## src/hw/tbirq_pkg.sv

```systemverilog
package tbirq_pkg;

  // ----------------------------------------------------------------
  // register port
  // ----------------------------------------------------------------
  localparam int ADDR_W = 3;
  localparam int DATA_W = 8;

  localparam logic [2:0] OFS_TBC      = 3'h0;
  localparam logic [2:0] OFS_VEC_EN   = 3'h1;
  localparam logic [2:0] OFS_VEC_FLAG = 3'h2;
  localparam logic [2:0] OFS_SRC_EN   = 3'h3;
  localparam logic [2:0] OFS_SRC_FLAG = 3'h4;
  localparam logic [2:0] OFS_TMR_EN   = 3'h5;
  localparam logic [2:0] OFS_TMR_FLAG = 3'h6;
  localparam logic [2:0] OFS_STATUS   = 3'h7;

  // ----------------------------------------------------------------
  // time base control fields
  // ----------------------------------------------------------------
  localparam logic [7:0] TBC_RESET    = 8'h37;
  localparam int         TBC_ON_BIT   = 7;
  localparam int         TBC_CLK_BIT  = 6;
  localparam int         TBC_P1_LSB   = 4;
  localparam int         TBC_LP_BIT   = 3;
  localparam int         TBC_P0_LSB   = 0;
  localparam int         TICK0_LOG2   = 8;
  localparam int         TICK1_LOG2   = 12;
  localparam int         DIV_W        = 15;
  localparam logic [1:0] SYS_DIV_LAST = 2'h3;

  // ----------------------------------------------------------------
  // vectors, lower index wins; vector flag and enable bits follow it
  // ----------------------------------------------------------------
  localparam int         NUM_VEC  = 6;
  localparam logic [2:0] VEC_GRP0 = 3'h0;
  localparam logic [2:0] VEC_GRP1 = 3'h1;
  localparam logic [2:0] VEC_TB0  = 3'h2;
  localparam logic [2:0] VEC_TB1  = 3'h3;
  localparam logic [2:0] VEC_GRP2 = 3'h4;
  localparam logic [2:0] VEC_GRP3 = 3'h5;
  localparam int         GIE_BIT  = 7;
  localparam logic [7:0] ZERO8    = 8'h00;

  // ----------------------------------------------------------------
  // grouped sources: {timer[6:0], src[4:0]}
  // ----------------------------------------------------------------
  localparam int          SRC_N      = 5;
  localparam int          TMR_N      = 7;
  localparam int          SRC_SERIAL = 0;
  localparam int          SRC_PIN    = 1;
  localparam int          SRC_SER2   = 2;
  localparam int          SRC_LOWV   = 3;
  localparam int          SRC_ASYNC  = 4;
  localparam logic [11:0] GRP0_MASK  = 12'h01E0;
  localparam logic [11:0] GRP1_MASK  = 12'h0E00;
  localparam logic [11:0] GRP2_MASK  = 12'h0013;
  localparam logic [11:0] GRP3_MASK  = 12'h000C;

endpackage

```

## src/hw/tick_if.sv

```systemverilog
`timescale 1ns/10ps
// control from the register side, ticks back from the dividers
interface tick_if;
  logic       on;
  logic       clk_sel;
  logic [2:0] p0_sel;
  logic [1:0] p1_sel;
  logic       tick0;
  logic       tick1;
  modport ctrl (output on, clk_sel, p0_sel, p1_sel, input tick0, tick1);
  modport gen  (input on, clk_sel, p0_sel, p1_sel, output tick0, tick1);
endinterface

```

## src/hw/tick_gen.sv

```systemverilog
`timescale 1ns/10ps
module tick_gen
  import tbirq_pkg::*;
#(
  parameter int DIV_WIDTH = DIV_W
) (
  // clock and reset
  input wire logic clk,
  input wire logic resetn,
  // dedicated tick clock, one-cycle enable
  input wire logic tick_dedicated_clock,
  // control and ticks
  tick_if.gen      tb
);

  if (DIV_WIDTH < TICK1_LOG2 + 3) begin : g_bad_width
    $error("tick_gen: divider too narrow for longest period");
  end

  logic [1:0]           sys_div_ff;
  logic [DIV_WIDTH-1:0] cnt_ff;
  logic                 tick0_ff;
  logic                 tick1_ff;
  logic                 tick_en;
  logic [DIV_WIDTH-1:0] mask0;
  logic [DIV_WIDTH-1:0] mask1;

  // all ones in the low log2 bits of the divider
  function automatic logic [DIV_WIDTH-1:0] period_mask(input int log2);
    logic [DIV_WIDTH:0] one;
    one = {{DIV_WIDTH{1'b0}}, 1'b1};
    return DIV_WIDTH'((one << log2) - 1'b1);
  endfunction

  // ----------------------------------------------------------------
  // input clock select
  // ----------------------------------------------------------------
  // system clock divided by four
  always_ff @(posedge clk or negedge resetn) begin
    if (!resetn) begin
      sys_div_ff <= 2'h0;
    end else begin
      sys_div_ff <= sys_div_ff + 2'h1;
    end
  end

  assign tick_en = tb.clk_sel ? (sys_div_ff == SYS_DIV_LAST) : tick_dedicated_clock;
  assign mask0   = period_mask(TICK0_LOG2 + int'(tb.p0_sel));
  assign mask1   = period_mask(TICK1_LOG2 + int'(tb.p1_sel));

  // ----------------------------------------------------------------
  // divider chain and overflow ticks
  // ----------------------------------------------------------------
  // chain held clear while the generators are off
  always_ff @(posedge clk or negedge resetn) begin
    if (!resetn) begin
      cnt_ff <= '0;
    end else if (!tb.on) begin
      cnt_ff <= '0;
    end else if (tick_en) begin
      cnt_ff <= cnt_ff + 1'b1;
    end
  end

  // one-cycle tick at the end of each selected period
  always_ff @(posedge clk or negedge resetn) begin
    if (!resetn) begin
      tick0_ff <= 1'b0;
      tick1_ff <= 1'b0;
    end else begin
      tick0_ff <= tb.on && tick_en && ((cnt_ff & mask0) == mask0);
      tick1_ff <= tb.on && tick_en && ((cnt_ff & mask1) == mask1);
    end
  end

  assign tb.tick0 = tick0_ff;
  assign tb.tick1 = tick1_ff;

  a_ticks_off: assert property (@(posedge clk) disable iff (!resetn)
    !tb.on |=> !tick0_ff && !tick1_ff)
    else $error("tick while generators disabled");

endmodule

```

## src/flat_wrapper.sv

```systemverilog
// flat-port wrapper written by rule: the top's interface ports become plain ports
module tick_gen_flat import tbirq_pkg::*;
#(
  parameter int DIV_WIDTH = DIV_W
)
  (clk, resetn, tick_dedicated_clock, tb_on, tb_clk_sel, tb_p0_sel, tb_p1_sel, tb_tick0, tb_tick1);
  tick_if tb_i ();
  input wire logic clk;
  input wire logic resetn;
  input wire logic tick_dedicated_clock;
  input wire logic [$bits(tb_i.on)-1:0] tb_on;
  input wire logic [$bits(tb_i.clk_sel)-1:0] tb_clk_sel;
  input wire logic [$bits(tb_i.p0_sel)-1:0] tb_p0_sel;
  input wire logic [$bits(tb_i.p1_sel)-1:0] tb_p1_sel;
  output wire logic [$bits(tb_i.tick0)-1:0] tb_tick0;
  output wire logic [$bits(tb_i.tick1)-1:0] tb_tick1;
  assign tb_i.on = tb_on;
  assign tb_i.clk_sel = tb_clk_sel;
  assign tb_i.p0_sel = tb_p0_sel;
  assign tb_i.p1_sel = tb_p1_sel;
  assign tb_tick0 = tb_i.tick0;
  assign tb_tick1 = tb_i.tick1;
  tick_gen #(.DIV_WIDTH(DIV_WIDTH)) u_core (.clk(clk), .resetn(resetn), .tick_dedicated_clock(tick_dedicated_clock), .tb(tb_i));
endmodule
```

## config.mk

```make
export PLATFORM = sky130hd
export DESIGN_NAME = tick_gen_flat
export DESIGN_NICKNAME = d
export VERILOG_FILES = /design/src/hw/tbirq_pkg.sv /design/src/hw/tick_if.sv /design/src/hw/tick_gen.sv /design/src/flat_wrapper.sv
export SDC_FILE = /design/constraint.sdc
export NUM_CORES = 1
export LEC_CHECK = 0
export ABC_AREA = 1
export BUFFER_PORTS_ARGS = -buffer_cell sky130_fd_sc_hd__buf_2
export CAP_MARGIN = 20
export CORE_MARGIN = 5
export CORE_UTILIZATION = 60
export CTS_CLUSTER_SIZE = 25
export DETAILED_ROUTE_END_ITERATION = 6
export GPL_ROUTABILITY_DRIVEN = 0
export PLACE_DENSITY = 0.9
export SLEW_MARGIN = 20
export SYNTH_ARGS = -nofsm -noshare
export SYNTH_HDL_FRONTEND = slang
export SYNTH_SLANG_ARGS = --single-unit
```

## constraint.sdc

```tcl
create_clock -name clk -period 3.3 [get_ports clk]
set_input_delay 0.825 -clock clk [delete_from_list [all_inputs] [get_ports clk]]
set_output_delay 0.825 -clock clk [all_outputs]
set_load 0.01 [all_outputs]
```

# After elaboration in Yosys (flattened, before gate mapping)
# Cells that the tools add are included.
[op_classes]
addsub = 6
multipliers = 0
div = 0
magnitude_cmp = 0
n_eq_ne = 4
shifts = 2
mux = 3
bitwise = 2
reduce_logical = 3
[ops]
columns = ["operator", "count"]
rows = [
  ["$shl A1 B32 Y15 const A", 2],
  ["$and A15 B15 Y15", 2],
  ["$eq A15 B15 Y1", 2],
  ["$mux W15", 2],
  ["$sub A15 B1 Y15 const B", 2],
  ["$add A15 B1 Y15 const B", 1],
  ["$add A4 B2 Y5 const A", 1],
  ["$add A4 B3 Y5 const A", 1],
  ["$logic_and A1 B1 Y1", 3],
  ["$add A2 B1 Y2 const B", 1],
  ["$eq A2 B2 Y1 const B", 1],
  ["$ne A2 B1 Y1 const B", 1],
  ["$mux W1", 1],
]
[totals]
regBits = 19
latch_bits = 0
ramBits = 0
romBits = 0
in_bits = 10
out_inout_bits = 2
wordCells = 24
mem_count = 0

# Logic depth before layout (Yosys ltp)
# Gate-level depths: netlist of run 1.
[logic_depth]
word_depth = 6
mapped_depth = 9
depth_no_buf = 9

# Worst setup path after synthesis of run 1
# Ideal clock, no wire load.
[synth_path]
path_type = "input to register"
startpoint = "input port tb_p0_sel[1]"
endpoint = "register u_core.tick0_ff, in the netlist u_core.tb.tick0"
setup_ps = 71
arrival_time_ps = 1699
required_time_ps = 3229
slack_ps = 1530
cell_stages = 9
path_buffers = 0
cell_sequence = "nor2_1 -> nand2_1 -> ha_1 -> nor2_1 -> nor2_1 -> o211ai_1 -> nor2_1 -> nand2_1 -> nor2_1"
[synth_via]
elab_chain_cells = 6
[synth_rtl]
columns = ["item", "line", "rtl"]
rows = [
  ["start: declaration", "flat_wrapper.sv:13", "input wire logic [$bits(tb_i.p0_sel)-1:0] tb_p0_sel;"],
  ["$add A4 B3 Y5 (*)", "tick_gen.sv:48", "assign mask0 = period_mask(TICK0_LOG2 + int'(tb.p0_sel));"],
  ["$shl A1 B32 Y15 (*)", "tick_gen.sv:32", "return DIV_WIDTH'((one << log2) - 1'b1);"],
  ["$sub A15 B1 Y15 (*)", "tick_gen.sv:32", ""],
  ["$and A15 B15 Y15", "tick_gen.sv:71", "tick0_ff <= tb.on && tick_en && ((cnt_ff & mask0) == mask0);"],
  ["$eq A15 B15 Y1 (*)", "tick_gen.sv:71", ""],
  ["$logic_and A1 B1 Y1 (*)", "tick_gen.sv:71", ""],
  ["end signal: assignment", "tick_gen.sv:71", ""],
  ["end: declaration", "tick_gen.sv:22", "logic tick0_ff;"],
]
# Mark *: on every way between the ends. The rest lies on a longest branch, timed or not.
# A chain may end at the register's enable or synchronous reset.

# Worst setup path in the final report of run 1
[layout_path]
startpoint = "input port tb_clk_sel"
endpoint = "register u_core.cnt_ff[8]"
[layout_via]
elab_chain_cells = 2
[layout_rtl]
columns = ["item", "line", "rtl"]
rows = [
  ["start: declaration", "flat_wrapper.sv:12", "input wire logic [$bits(tb_i.clk_sel)-1:0] tb_clk_sel;"],
  ["$mux W1", "tick_gen.sv:47", "assign tick_en = tb.clk_sel ? (sys_div_ff == SYS_DIV_LAST) : tick_dedicated_clock;"],
  ["$ne A2 B1 Y1 (no source line)", "-", ""],
  ["end signal: assignment", "tick_gen.sv:61", "cnt_ff <= cnt_ff + 1'b1;"],
  ["end: declaration", "tick_gen.sv:21", "logic [DIV_WIDTH-1:0] cnt_ff;"],
]
# No other way between the ends.

==> results of run 1 <==
[routing by layer]
metal	wire length, µm	up-vias
met3	89	4
met1	1072	512
met5	0	-
met2	1140	23
li1	-	567
met4	41	0
[area by class of cell]
class | count | share of cell area, %
Multi-Input combinational cell | 122 | 48.85
Sequential cell | 19 | 36.40
Inverter | 20 | 5.939
Timing Repair Buffer | 11 | 4.215
Tap cell | 27 | 2.586
Clock buffer | 4 | 2.011
[how the worst min path moves through the flow]
stage | to | slack (ns) | cells after the start
floorplan | u_core.sys_div_ff[0]$_DFF_PN0_ | 0.40 | 1
global placement | u_core.sys_div_ff[0]$_DFF_PN0_ | 0.41 | 1
detailed placement | u_core.sys_div_ff[0]$_DFF_PN0_ | 0.42 | 1
CTS | u_core.cnt_ff[0]$_DFFE_PN0P_ | 0.44 | 1
global route | u_core.cnt_ff[0]$_DFFE_PN0P_ | 0.45 | 1
finish | u_core.tb.tick0$_DFF_PN0_ | 0.43 | 1
[placed cells by master, fill, tap and decap left out, drive strengths merged]
cell type	count
nand4	4
nand2	47
nor3	5
a2bb2oi	1
a21oi	9
o211ai	2
nand3	17
clkbuf	4
buf	11
nor2	24
ha	3
inv	20
and3	1
dfrtp	19
o21bai	1
o21ai	8
[power by group through the flow]
stage / clock network [mW] / registers [mW] / logic [mW]
detailed placement: 0 / 0.241 / 0.0420
global route: 0.132 / 0.237 / 0.0485
floorplan: 0 / 0.241 / 0.0262
CTS: 0.123 / 0.237 / 0.0421
finish: 0.119 / 0.237 / 0.0419
global placement: 0 / 0.241 / 0.0405
[metrics by stage]
step / hold WS (ns) / cell area [µm²] / utilization (%)
after floorplan: 0.4006 / 1206 / -
after global placement: 0.4132 / 1280 / 65.91
after detailed placement: 0.4222 / 1280 / 65.91
after CTS: 0.4374 / 1306 / 67.27
after global routing: 0.4452 / 1306 / 67.27
final: 0.4319 / 1306 / 67.27
[flip-flops by register name (all words and copies together), names as in the netlist]
register and count:
u_core.cnt_ff 15, u_core.tb.tick0 1, u_core.tb.tick1 1, u_core.sys_div_ff 2
[cells in the mapped netlist]
master and n:
a21oi_1 9, a2bb2oi_1 1, and3_2 1, buf_4 2, dfrtp_1 19, ha_1 3, inv_1 16, inv_2 3
inv_4 1, nand2_1 43, nand2_2 3, nand2_4 1, nand3_1 17, nand4_1 4, nor2_1 17, nor2_2 2
nor2_4 4, nor2_8 1, nor3_1 4, nor3_2 1, o211ai_1 2, o21ai_0 2, o21ai_1 5, o21ai_2 1
o21bai_1 1
[kinds of logic (layout without fill, tap and decap cells)]
| group | Yosys count | after routing | synth area share (%) |
|---|---|---|---|
| simple gates | 98 | 98 | 39.83 |
| buf+inv | 22 | 35 | 7.676 |
| compound gates | 21 | 21 | 9.958 |
| flops | 19 | 19 | 39.42 |
| fa+ha+maj | 3 | 3 | 3.112 |
==> flow_metrics.env, run 1 <==
export IMPL_power_share_sequential_pct=59.6
export IMPL_cts_setup_buffers=0
export IMPL_final_nets=190
export IMPL_dieArea_um2=3007
export IMPL_setup_tns_ns=0
export IMPL_synth_top_area_share_pct=39.42
export IMPL_wl_per_cell_um=11.54
export IMPL_pwr_share_clk_pct=29.9
export IMPL_vias_per_cell=5.448
export IMPL_power_uw=397.7
export IMPL_syn_inst=163
export IMPL_power_switching_uw=102.3
export IMPL_max_cap_viol_count=0
export IMPL_track_usage_pct=18.43
export IMPL_synth_largest_area_cell="dfrtp_1"
export IMPL_switching_share_pct=25.71
export IMPL_cpMostUsedCell="nand2_1"
export IMPL_grt_first_pass_wirelength_mm=3.960
export IMPL_relSlewSlack_pct=68.84
export IMPL_r2r_end="u_core.cnt_ff[8]$_DFFE_PN0P_"
export IMPL_outcome="finished clean"
export IMPL_crit_end="u_core.cnt_ff[8]$_DFFE_PN0P_"
export IMPL_fillers=162
export IMPL_cp_num_buf_inv=3
export IMPL_finalWorstPathRequiredPeriod_ns=1.818
export IMPL_ant_nets=0
export IMPL_htreeDepth=1
export IMPL_cts_tree="yes"
export IMPL_layout_area_seq_um2=475.5
export IMPL_worst_path_max_delay_cell="nand2_1"
export IMPL_drive_gt1_share_pct=18.18
export IMPL_synth_cell_types=25
export IMPL_top_usage_layer="met2"
export IMPL_grt_util_met3_pct=2.452
export IMPL_clkTransAtPathRegs_ns=0.10
export IMPL_post_route_period_util_pct=55.10
export IMPL_drv_slew=0
export IMPL_yosysWarnings=0
export IMPL_drtIter0Drc=27
export IMPL_rsz0062_at_grt="no"
export IMPL_antenna_found_initial=0
export IMPL_die_w_um=54.84
export IMPL_clock_latency_ns=0.30
export IMPL_worstPathRequired_ns=3.50
export IMPL_syn_num_nets=176
export IMPL_syn_to_final_growth_pct=8.299
export IMPL_internal_power_uw=295.5
export IMPL_grt_ovfl_total=0
export IMPL_regToRegSetupSlack_ns=1.63
export IMPL_worst_pin_slew_ns=0.4663
export IMPL_avgSynthCellArea_um2=7.400
export IMPL_vias=1106
export IMPL_dpl_cell_count=199
export IMPL_cp_data_arrival_time_ns=2.02
export IMPL_final_cells=203
export IMPL_synthTopCellsByArea="dfrtp_1 39%, nand2_1 13%, nand3_1 7.1%, nor2_1 5.3%, inv_1 5.0%"
export IMPL_holdBufCountCts=0
export IMPL_min_path_type="in2async"
export IMPL_pwr_share_comb_pct=10.5
export IMPL_cts_resized=0
export IMPL_cts_buffers_inserted=3
export IMPL_ys_seq_area_share_pct=39.42
export IMPL_grt_max_degree=20
export IMPL_drc_errors=0
export IMPL_powerDensity_nw_per_um2=304.5
export IMPL_n_antenna_cell=0
export IMPL_grt_pass1_vias=989
export IMPL_io_buffers=11
export IMPL_leakage_nw=0.6549
export IMPL_wirelength_mm=2.343
export IMPL_dieHeight_um=54.84
export IMPL_clkSinkCount=19
export IMPL_fin_ws_ns=1.482
export IMPL_rows=16
export IMPL_grtUsageMet2_pct=30.91
export IMPL_cpPeakStageDelay_ns=0.36
export IMPL_io_pins=12
export IMPL_reg2reg_depth=8
export IMPL_clock_skew_ns=0.001320
export IMPL_clock_path_buffers=2
export IMPL_dp_hpwl_mm=1.807
export IMPL_multi_input_area_um2=638.1
export IMPL_setup_viol=0
export IMPL_worstReg2RegStart="u_core.sys_div_ff[0]$_DFF_PN0_"
export IMPL_vdd_drop_max_mv=0.2985
export IMPL_dp_slack_ns=1.173
export IMPL_crit_family="simple AND/OR/NAND/NOR gates"
export IMPL_crit_path_start="tb_clk_sel"
export IMPL_cp_start_kind="primary input"
export IMPL_hold_viol=0
export IMPL_fmax_mhz=550.0
export IMPL_path_max_fanout=15
export IMPL_dr_pass1_iters=4
export IMPL_syn_area_um2=1206
export IMPL_path_depth=9
export IMPL_critPathKind="in2reg"
export IMPL_coreArea_um2=1942
export IMPL_use_met1_pct=23.16
export IMPL_cp_end_kind="flop"
export IMPL_cp_cell_sequence="buf_2 > inv_1 > nand2_1 > nand2_1 > nand2_1 > o21ai_2 > nand2_1 > o21ai_1 > inv_1"
export IMPL_initial_core_util_pct=62.11
export IMPL_root_buffer="clkbuf_4"
export IMPL_ys_ff_latch=19
No activity file was read; power rests on OpenSTA's default activity.
==> run 2, diff against run 1 <==
--- a/config.mk
+++ b/config.mk
@@ -5,15 +5,15 @@
 export SDC_FILE = /design/constraint.sdc
 export NUM_CORES = 1
 export LEC_CHECK = 0
-export ABC_AREA = 1
+export ABC_AREA = 0
 export BUFFER_PORTS_ARGS = -buffer_cell sky130_fd_sc_hd__buf_2
 export CAP_MARGIN = 20
 export CORE_MARGIN = 5
-export CORE_UTILIZATION = 60
+export CORE_UTILIZATION = 57
 export CTS_CLUSTER_SIZE = 25
 export DETAILED_ROUTE_END_ITERATION = 6
 export GPL_ROUTABILITY_DRIVEN = 0
-export PLACE_DENSITY = 0.9
+export PLACE_DENSITY = 0.86
 export SLEW_MARGIN = 20
 export SYNTH_ARGS = -nofsm -noshare
 export SYNTH_HDL_FRONTEND = slang
==> constraint.sdc (replaced) <==
create_clock -name clk -period 1.7 [get_ports clk]
set_input_delay 0.425 -clock clk [delete_from_list [all_inputs] [get_ports clk]]
set_output_delay 0.425 -clock clk [all_outputs]
set_load 0.01 [all_outputs]
==> flow_metrics.env, run 2 <==
export IMPL_synth_most_common_cell="dfrtp_1"
export IMPL_drv_slew=0
export IMPL_setup_tns_ns=0
export IMPL_reg2reg_depth=6
export IMPL_cpPeakStageDelay_ns=0.40
export IMPL_syn_num_nets=127
export IMPL_vdd_drop_max_mv=0.4590
export IMPL_dieHeight_um=55.31
export IMPL_leakage_nw=0.6650
export IMPL_wl_per_cell_um=13.73
export IMPL_min_path_type="in2async"
export IMPL_worst_hold_slack_ns=0.03224
export IMPL_drive_gt1_share_pct=28.57
export IMPL_synth_top_area_share_pct=40.64
export IMPL_dr_pass1_iters=6
export IMPL_cp_end_kind="flop"
export IMPL_hold_viol=0
export IMPL_worstPathRequired_ns=1.90
export IMPL_cts_tree="yes"
export IMPL_pwr_share_comb_pct=12.7
export IMPL_clkTransAtPathRegs_ns=0.12
export IMPL_final_nets=147
export IMPL_cts_buffers_inserted=3
export IMPL_grt_pass1_vias=901
export IMPL_final_cell_mix="19 x dfrtp_1, 11 x and2_1, 11 x buf_2"
export IMPL_wirelength_mm=2.197
export IMPL_top_regs="u_core.cnt_ff x15, u_core.sys_div_ff x2"
export IMPL_ant_nets=0
export IMPL_syn_area_um2=1170
export IMPL_synth_top_flop_cell="dfrtp_1"
export IMPL_io_buffers=11
export IMPL_htreeDepth=1
export IMPL_cp_start_kind="flop"
export IMPL_critPathKind="reg2reg"
export IMPL_crit_family="flip-flops"
export IMPL_path_depth=6
export IMPL_r2r_end="u_core.cnt_ff[5]$_DFFE_PN0P_"
export IMPL_coreArea_um2=1962
export IMPL_die_w_um=55.31
export IMPL_power_share_sequential_pct=57.5
export IMPL_regToRegSetupSlack_ns=0.1
export IMPL_rows=16
export IMPL_powerDensity_nw_per_um2=590.8
export IMPL_clock_latency_ns=0.31
export IMPL_ys_seq_area_share_pct=40.64
export IMPL_vias_per_cell=5.519
export IMPL_drc_errors=0
export IMPL_io_pins=12
export IMPL_initial_core_util_pct=59.63
export IMPL_antenna_found_initial=0
export IMPL_root_buffer="clkbuf_4"
export IMPL_worst_pin_slew_ns=0.4252
export IMPL_clock_skew_ns=0.01157
export IMPL_avgSynthCellArea_um2=10.26
export IMPL_cp_num_buf_inv=1
export IMPL_dp_hpwl_mm=1.615
export IMPL_yosysWarnings=0
export IMPL_track_usage_pct=15.55
export IMPL_fin_ws_ns=0.09875
export IMPL_dieArea_um2=3059
export IMPL_holdBufCountCts=0
export IMPL_postLayoutCoreUtil_pct=68.94
export IMPL_synth_cell_types=37
export IMPL_async_flop_share_pct=100.0
export IMPL_synth_largest_area_cell="dfrtp_1"
export IMPL_dp_slack_ns=-0.08406
export IMPL_cp_cell_sequence="ha_1 > mux2i_2 > buf_4 > nor3_2 > xor2_1 > and2_1"
export IMPL_grt_ovfl_total=0
export IMPL_vias=883
export IMPL_setup_viol=0
export IMPL_cp_data_arrival_time_ns=1.80
export IMPL_internal_power_uw=595.2
export IMPL_fmax_mhz=624.5
export IMPL_finalWorstPathRequiredPeriod_ns=1.601
export IMPL_path_max_fanout=9
export IMPL_worst_path_max_delay_cell="dfrtp_1"
export IMPL_outcome="finished clean"
export IMPL_ys_ff_latch=19
export IMPL_largest_register="u_core.cnt_ff"
export IMPL_max_cap_viol_count=0
export IMPL_clock_path_buffers=2
export IMPL_power_switching_uw=203.9
export IMPL_grt_first_pass_wirelength_mm=3.815
export IMPL_synth_edff_count=0
export IMPL_clkSinkCount=19
export IMPL_relSlewSlack_pct=71.66
export IMPL_worstReg2RegStart="u_core.sys_div_ff[0]$_DFF_PN0_"
export IMPL_ys_top_cells_by_count="19 x dfrtp_1, 11 x and2_1, 10 x nand2_1, 8 x nor2_1, 7 x xor2_1"
export IMPL_grt_max_degree=20
export IMPL_post_route_period_util_pct=94.19
export IMPL_syn_inst=114
export IMPL_pwr_share_clk_pct=29.8
export IMPL_syn_to_final_growth_pct=15.62
export IMPL_switching_share_pct=25.52
export IMPL_largest_reg_flops=15
export IMPL_layout_cells_most_common="dfrtp_1"
export IMPL_synthTopCellsByArea="dfrtp_1 41%, and2_1 5.9%, xor2_1 5.2%, mux2i_1 4.3%, ha_1 3.2%"
export IMPL_drtIter0Drc=24
export IMPL_n_antenna_cell=0
## run 2: area by class of cell
type                    instances  area [µm²]
multi-input cells              86       675.6
fillers                       165       609.3
flip-flops and latches         19       475.5
repair buffers                 21       130.1
well taps                      27       33.78
clock buffers                   4       26.28
inverters                       3       11.26
## run 2: worst max path at each step
stage                                               from                            to  slack, ns
after floorplan                             tb_p0_sel[2]     u_core.tb.tick0$_DFF_PN0_      0.004
after global placement                      tb_p0_sel[0]     u_core.tb.tick0$_DFF_PN0_     -0.008
after detailed placement                    tb_p0_sel[0]     u_core.tb.tick0$_DFF_PN0_      -0.08
after CTS                   u_core.cnt_ff[0]$_DFFE_PN0P_     u_core.tb.tick0$_DFF_PN0_       0.07
after global routing      u_core.sys_div_ff[0]$_DFF_PN0_  u_core.cnt_ff[5]$_DFFE_PN0P_    -0.0006
final                     u_core.sys_div_ff[0]$_DFF_PN0_  u_core.cnt_ff[5]$_DFFE_PN0P_        0.1
## run 2: worst register-to-register path: stages (launching register included)
cell and delay (ns):
dfrtp_1 0.40, ha_1 0.21, mux2i_2 0.25, buf_4 0.24, nor3_2 0.08, xor2_1 0.15, and2_1 0.17
## run 2: power by group through the flow
stage | Clock (mW) | Sequential, mW | Combinational, mW
after global routing | 0.259 | 0.460 | 0.113
after global placement | 0 | 0.468 | 0.0916
final | 0.238 | 0.459 | 0.102
after detailed placement | 0 | 0.469 | 0.0955
after CTS | 0.241 | 0.460 | 0.0960
after floorplan | 0 | 0.468 | 0.0590
## run 2: per-layer routing
metal	vias up	part of all wire [%]	GRT usage (%)
li1	434	-	-
met1	426	45	19.41
met2	21	50	25.17
met3	2	3.8	4.196
met4	0	0.91	6.597
met5	-	0	0
## run 2: logic make-up after synthesis
group / after synthesis / share of synthesized area, %
AND/OR/NAND/NOR: 55 / 30.38
flip-flops: 19 / 40.64
AO/OA/AOI/OAI: 11 / 7.700
XOR/XNOR: 11 / 8.235
buffers and inverters: 9 / 4.384
multiplexers: 6 / 5.454
adder cells (fa/ha/maj): 3 / 3.209
## run 2: metrics by stage
step	power (mW)	cells	area, µm²
6_report	0.7991	160	1353
5_1_grt	0.8319	160	1353
4_1_cts	0.7964	159	1330
3_3_place_gp	0.5596	155	1304
2_1_floorplan	0.5269	114	1196
3_5_place_dp	0.5640	155	1304
## run 2: repair_timing
item / in CTS / in global routing
endpoints found under the setup margin: 0 / 2
buffers inserted: 0 / 1
resized for setup: 0 / 2
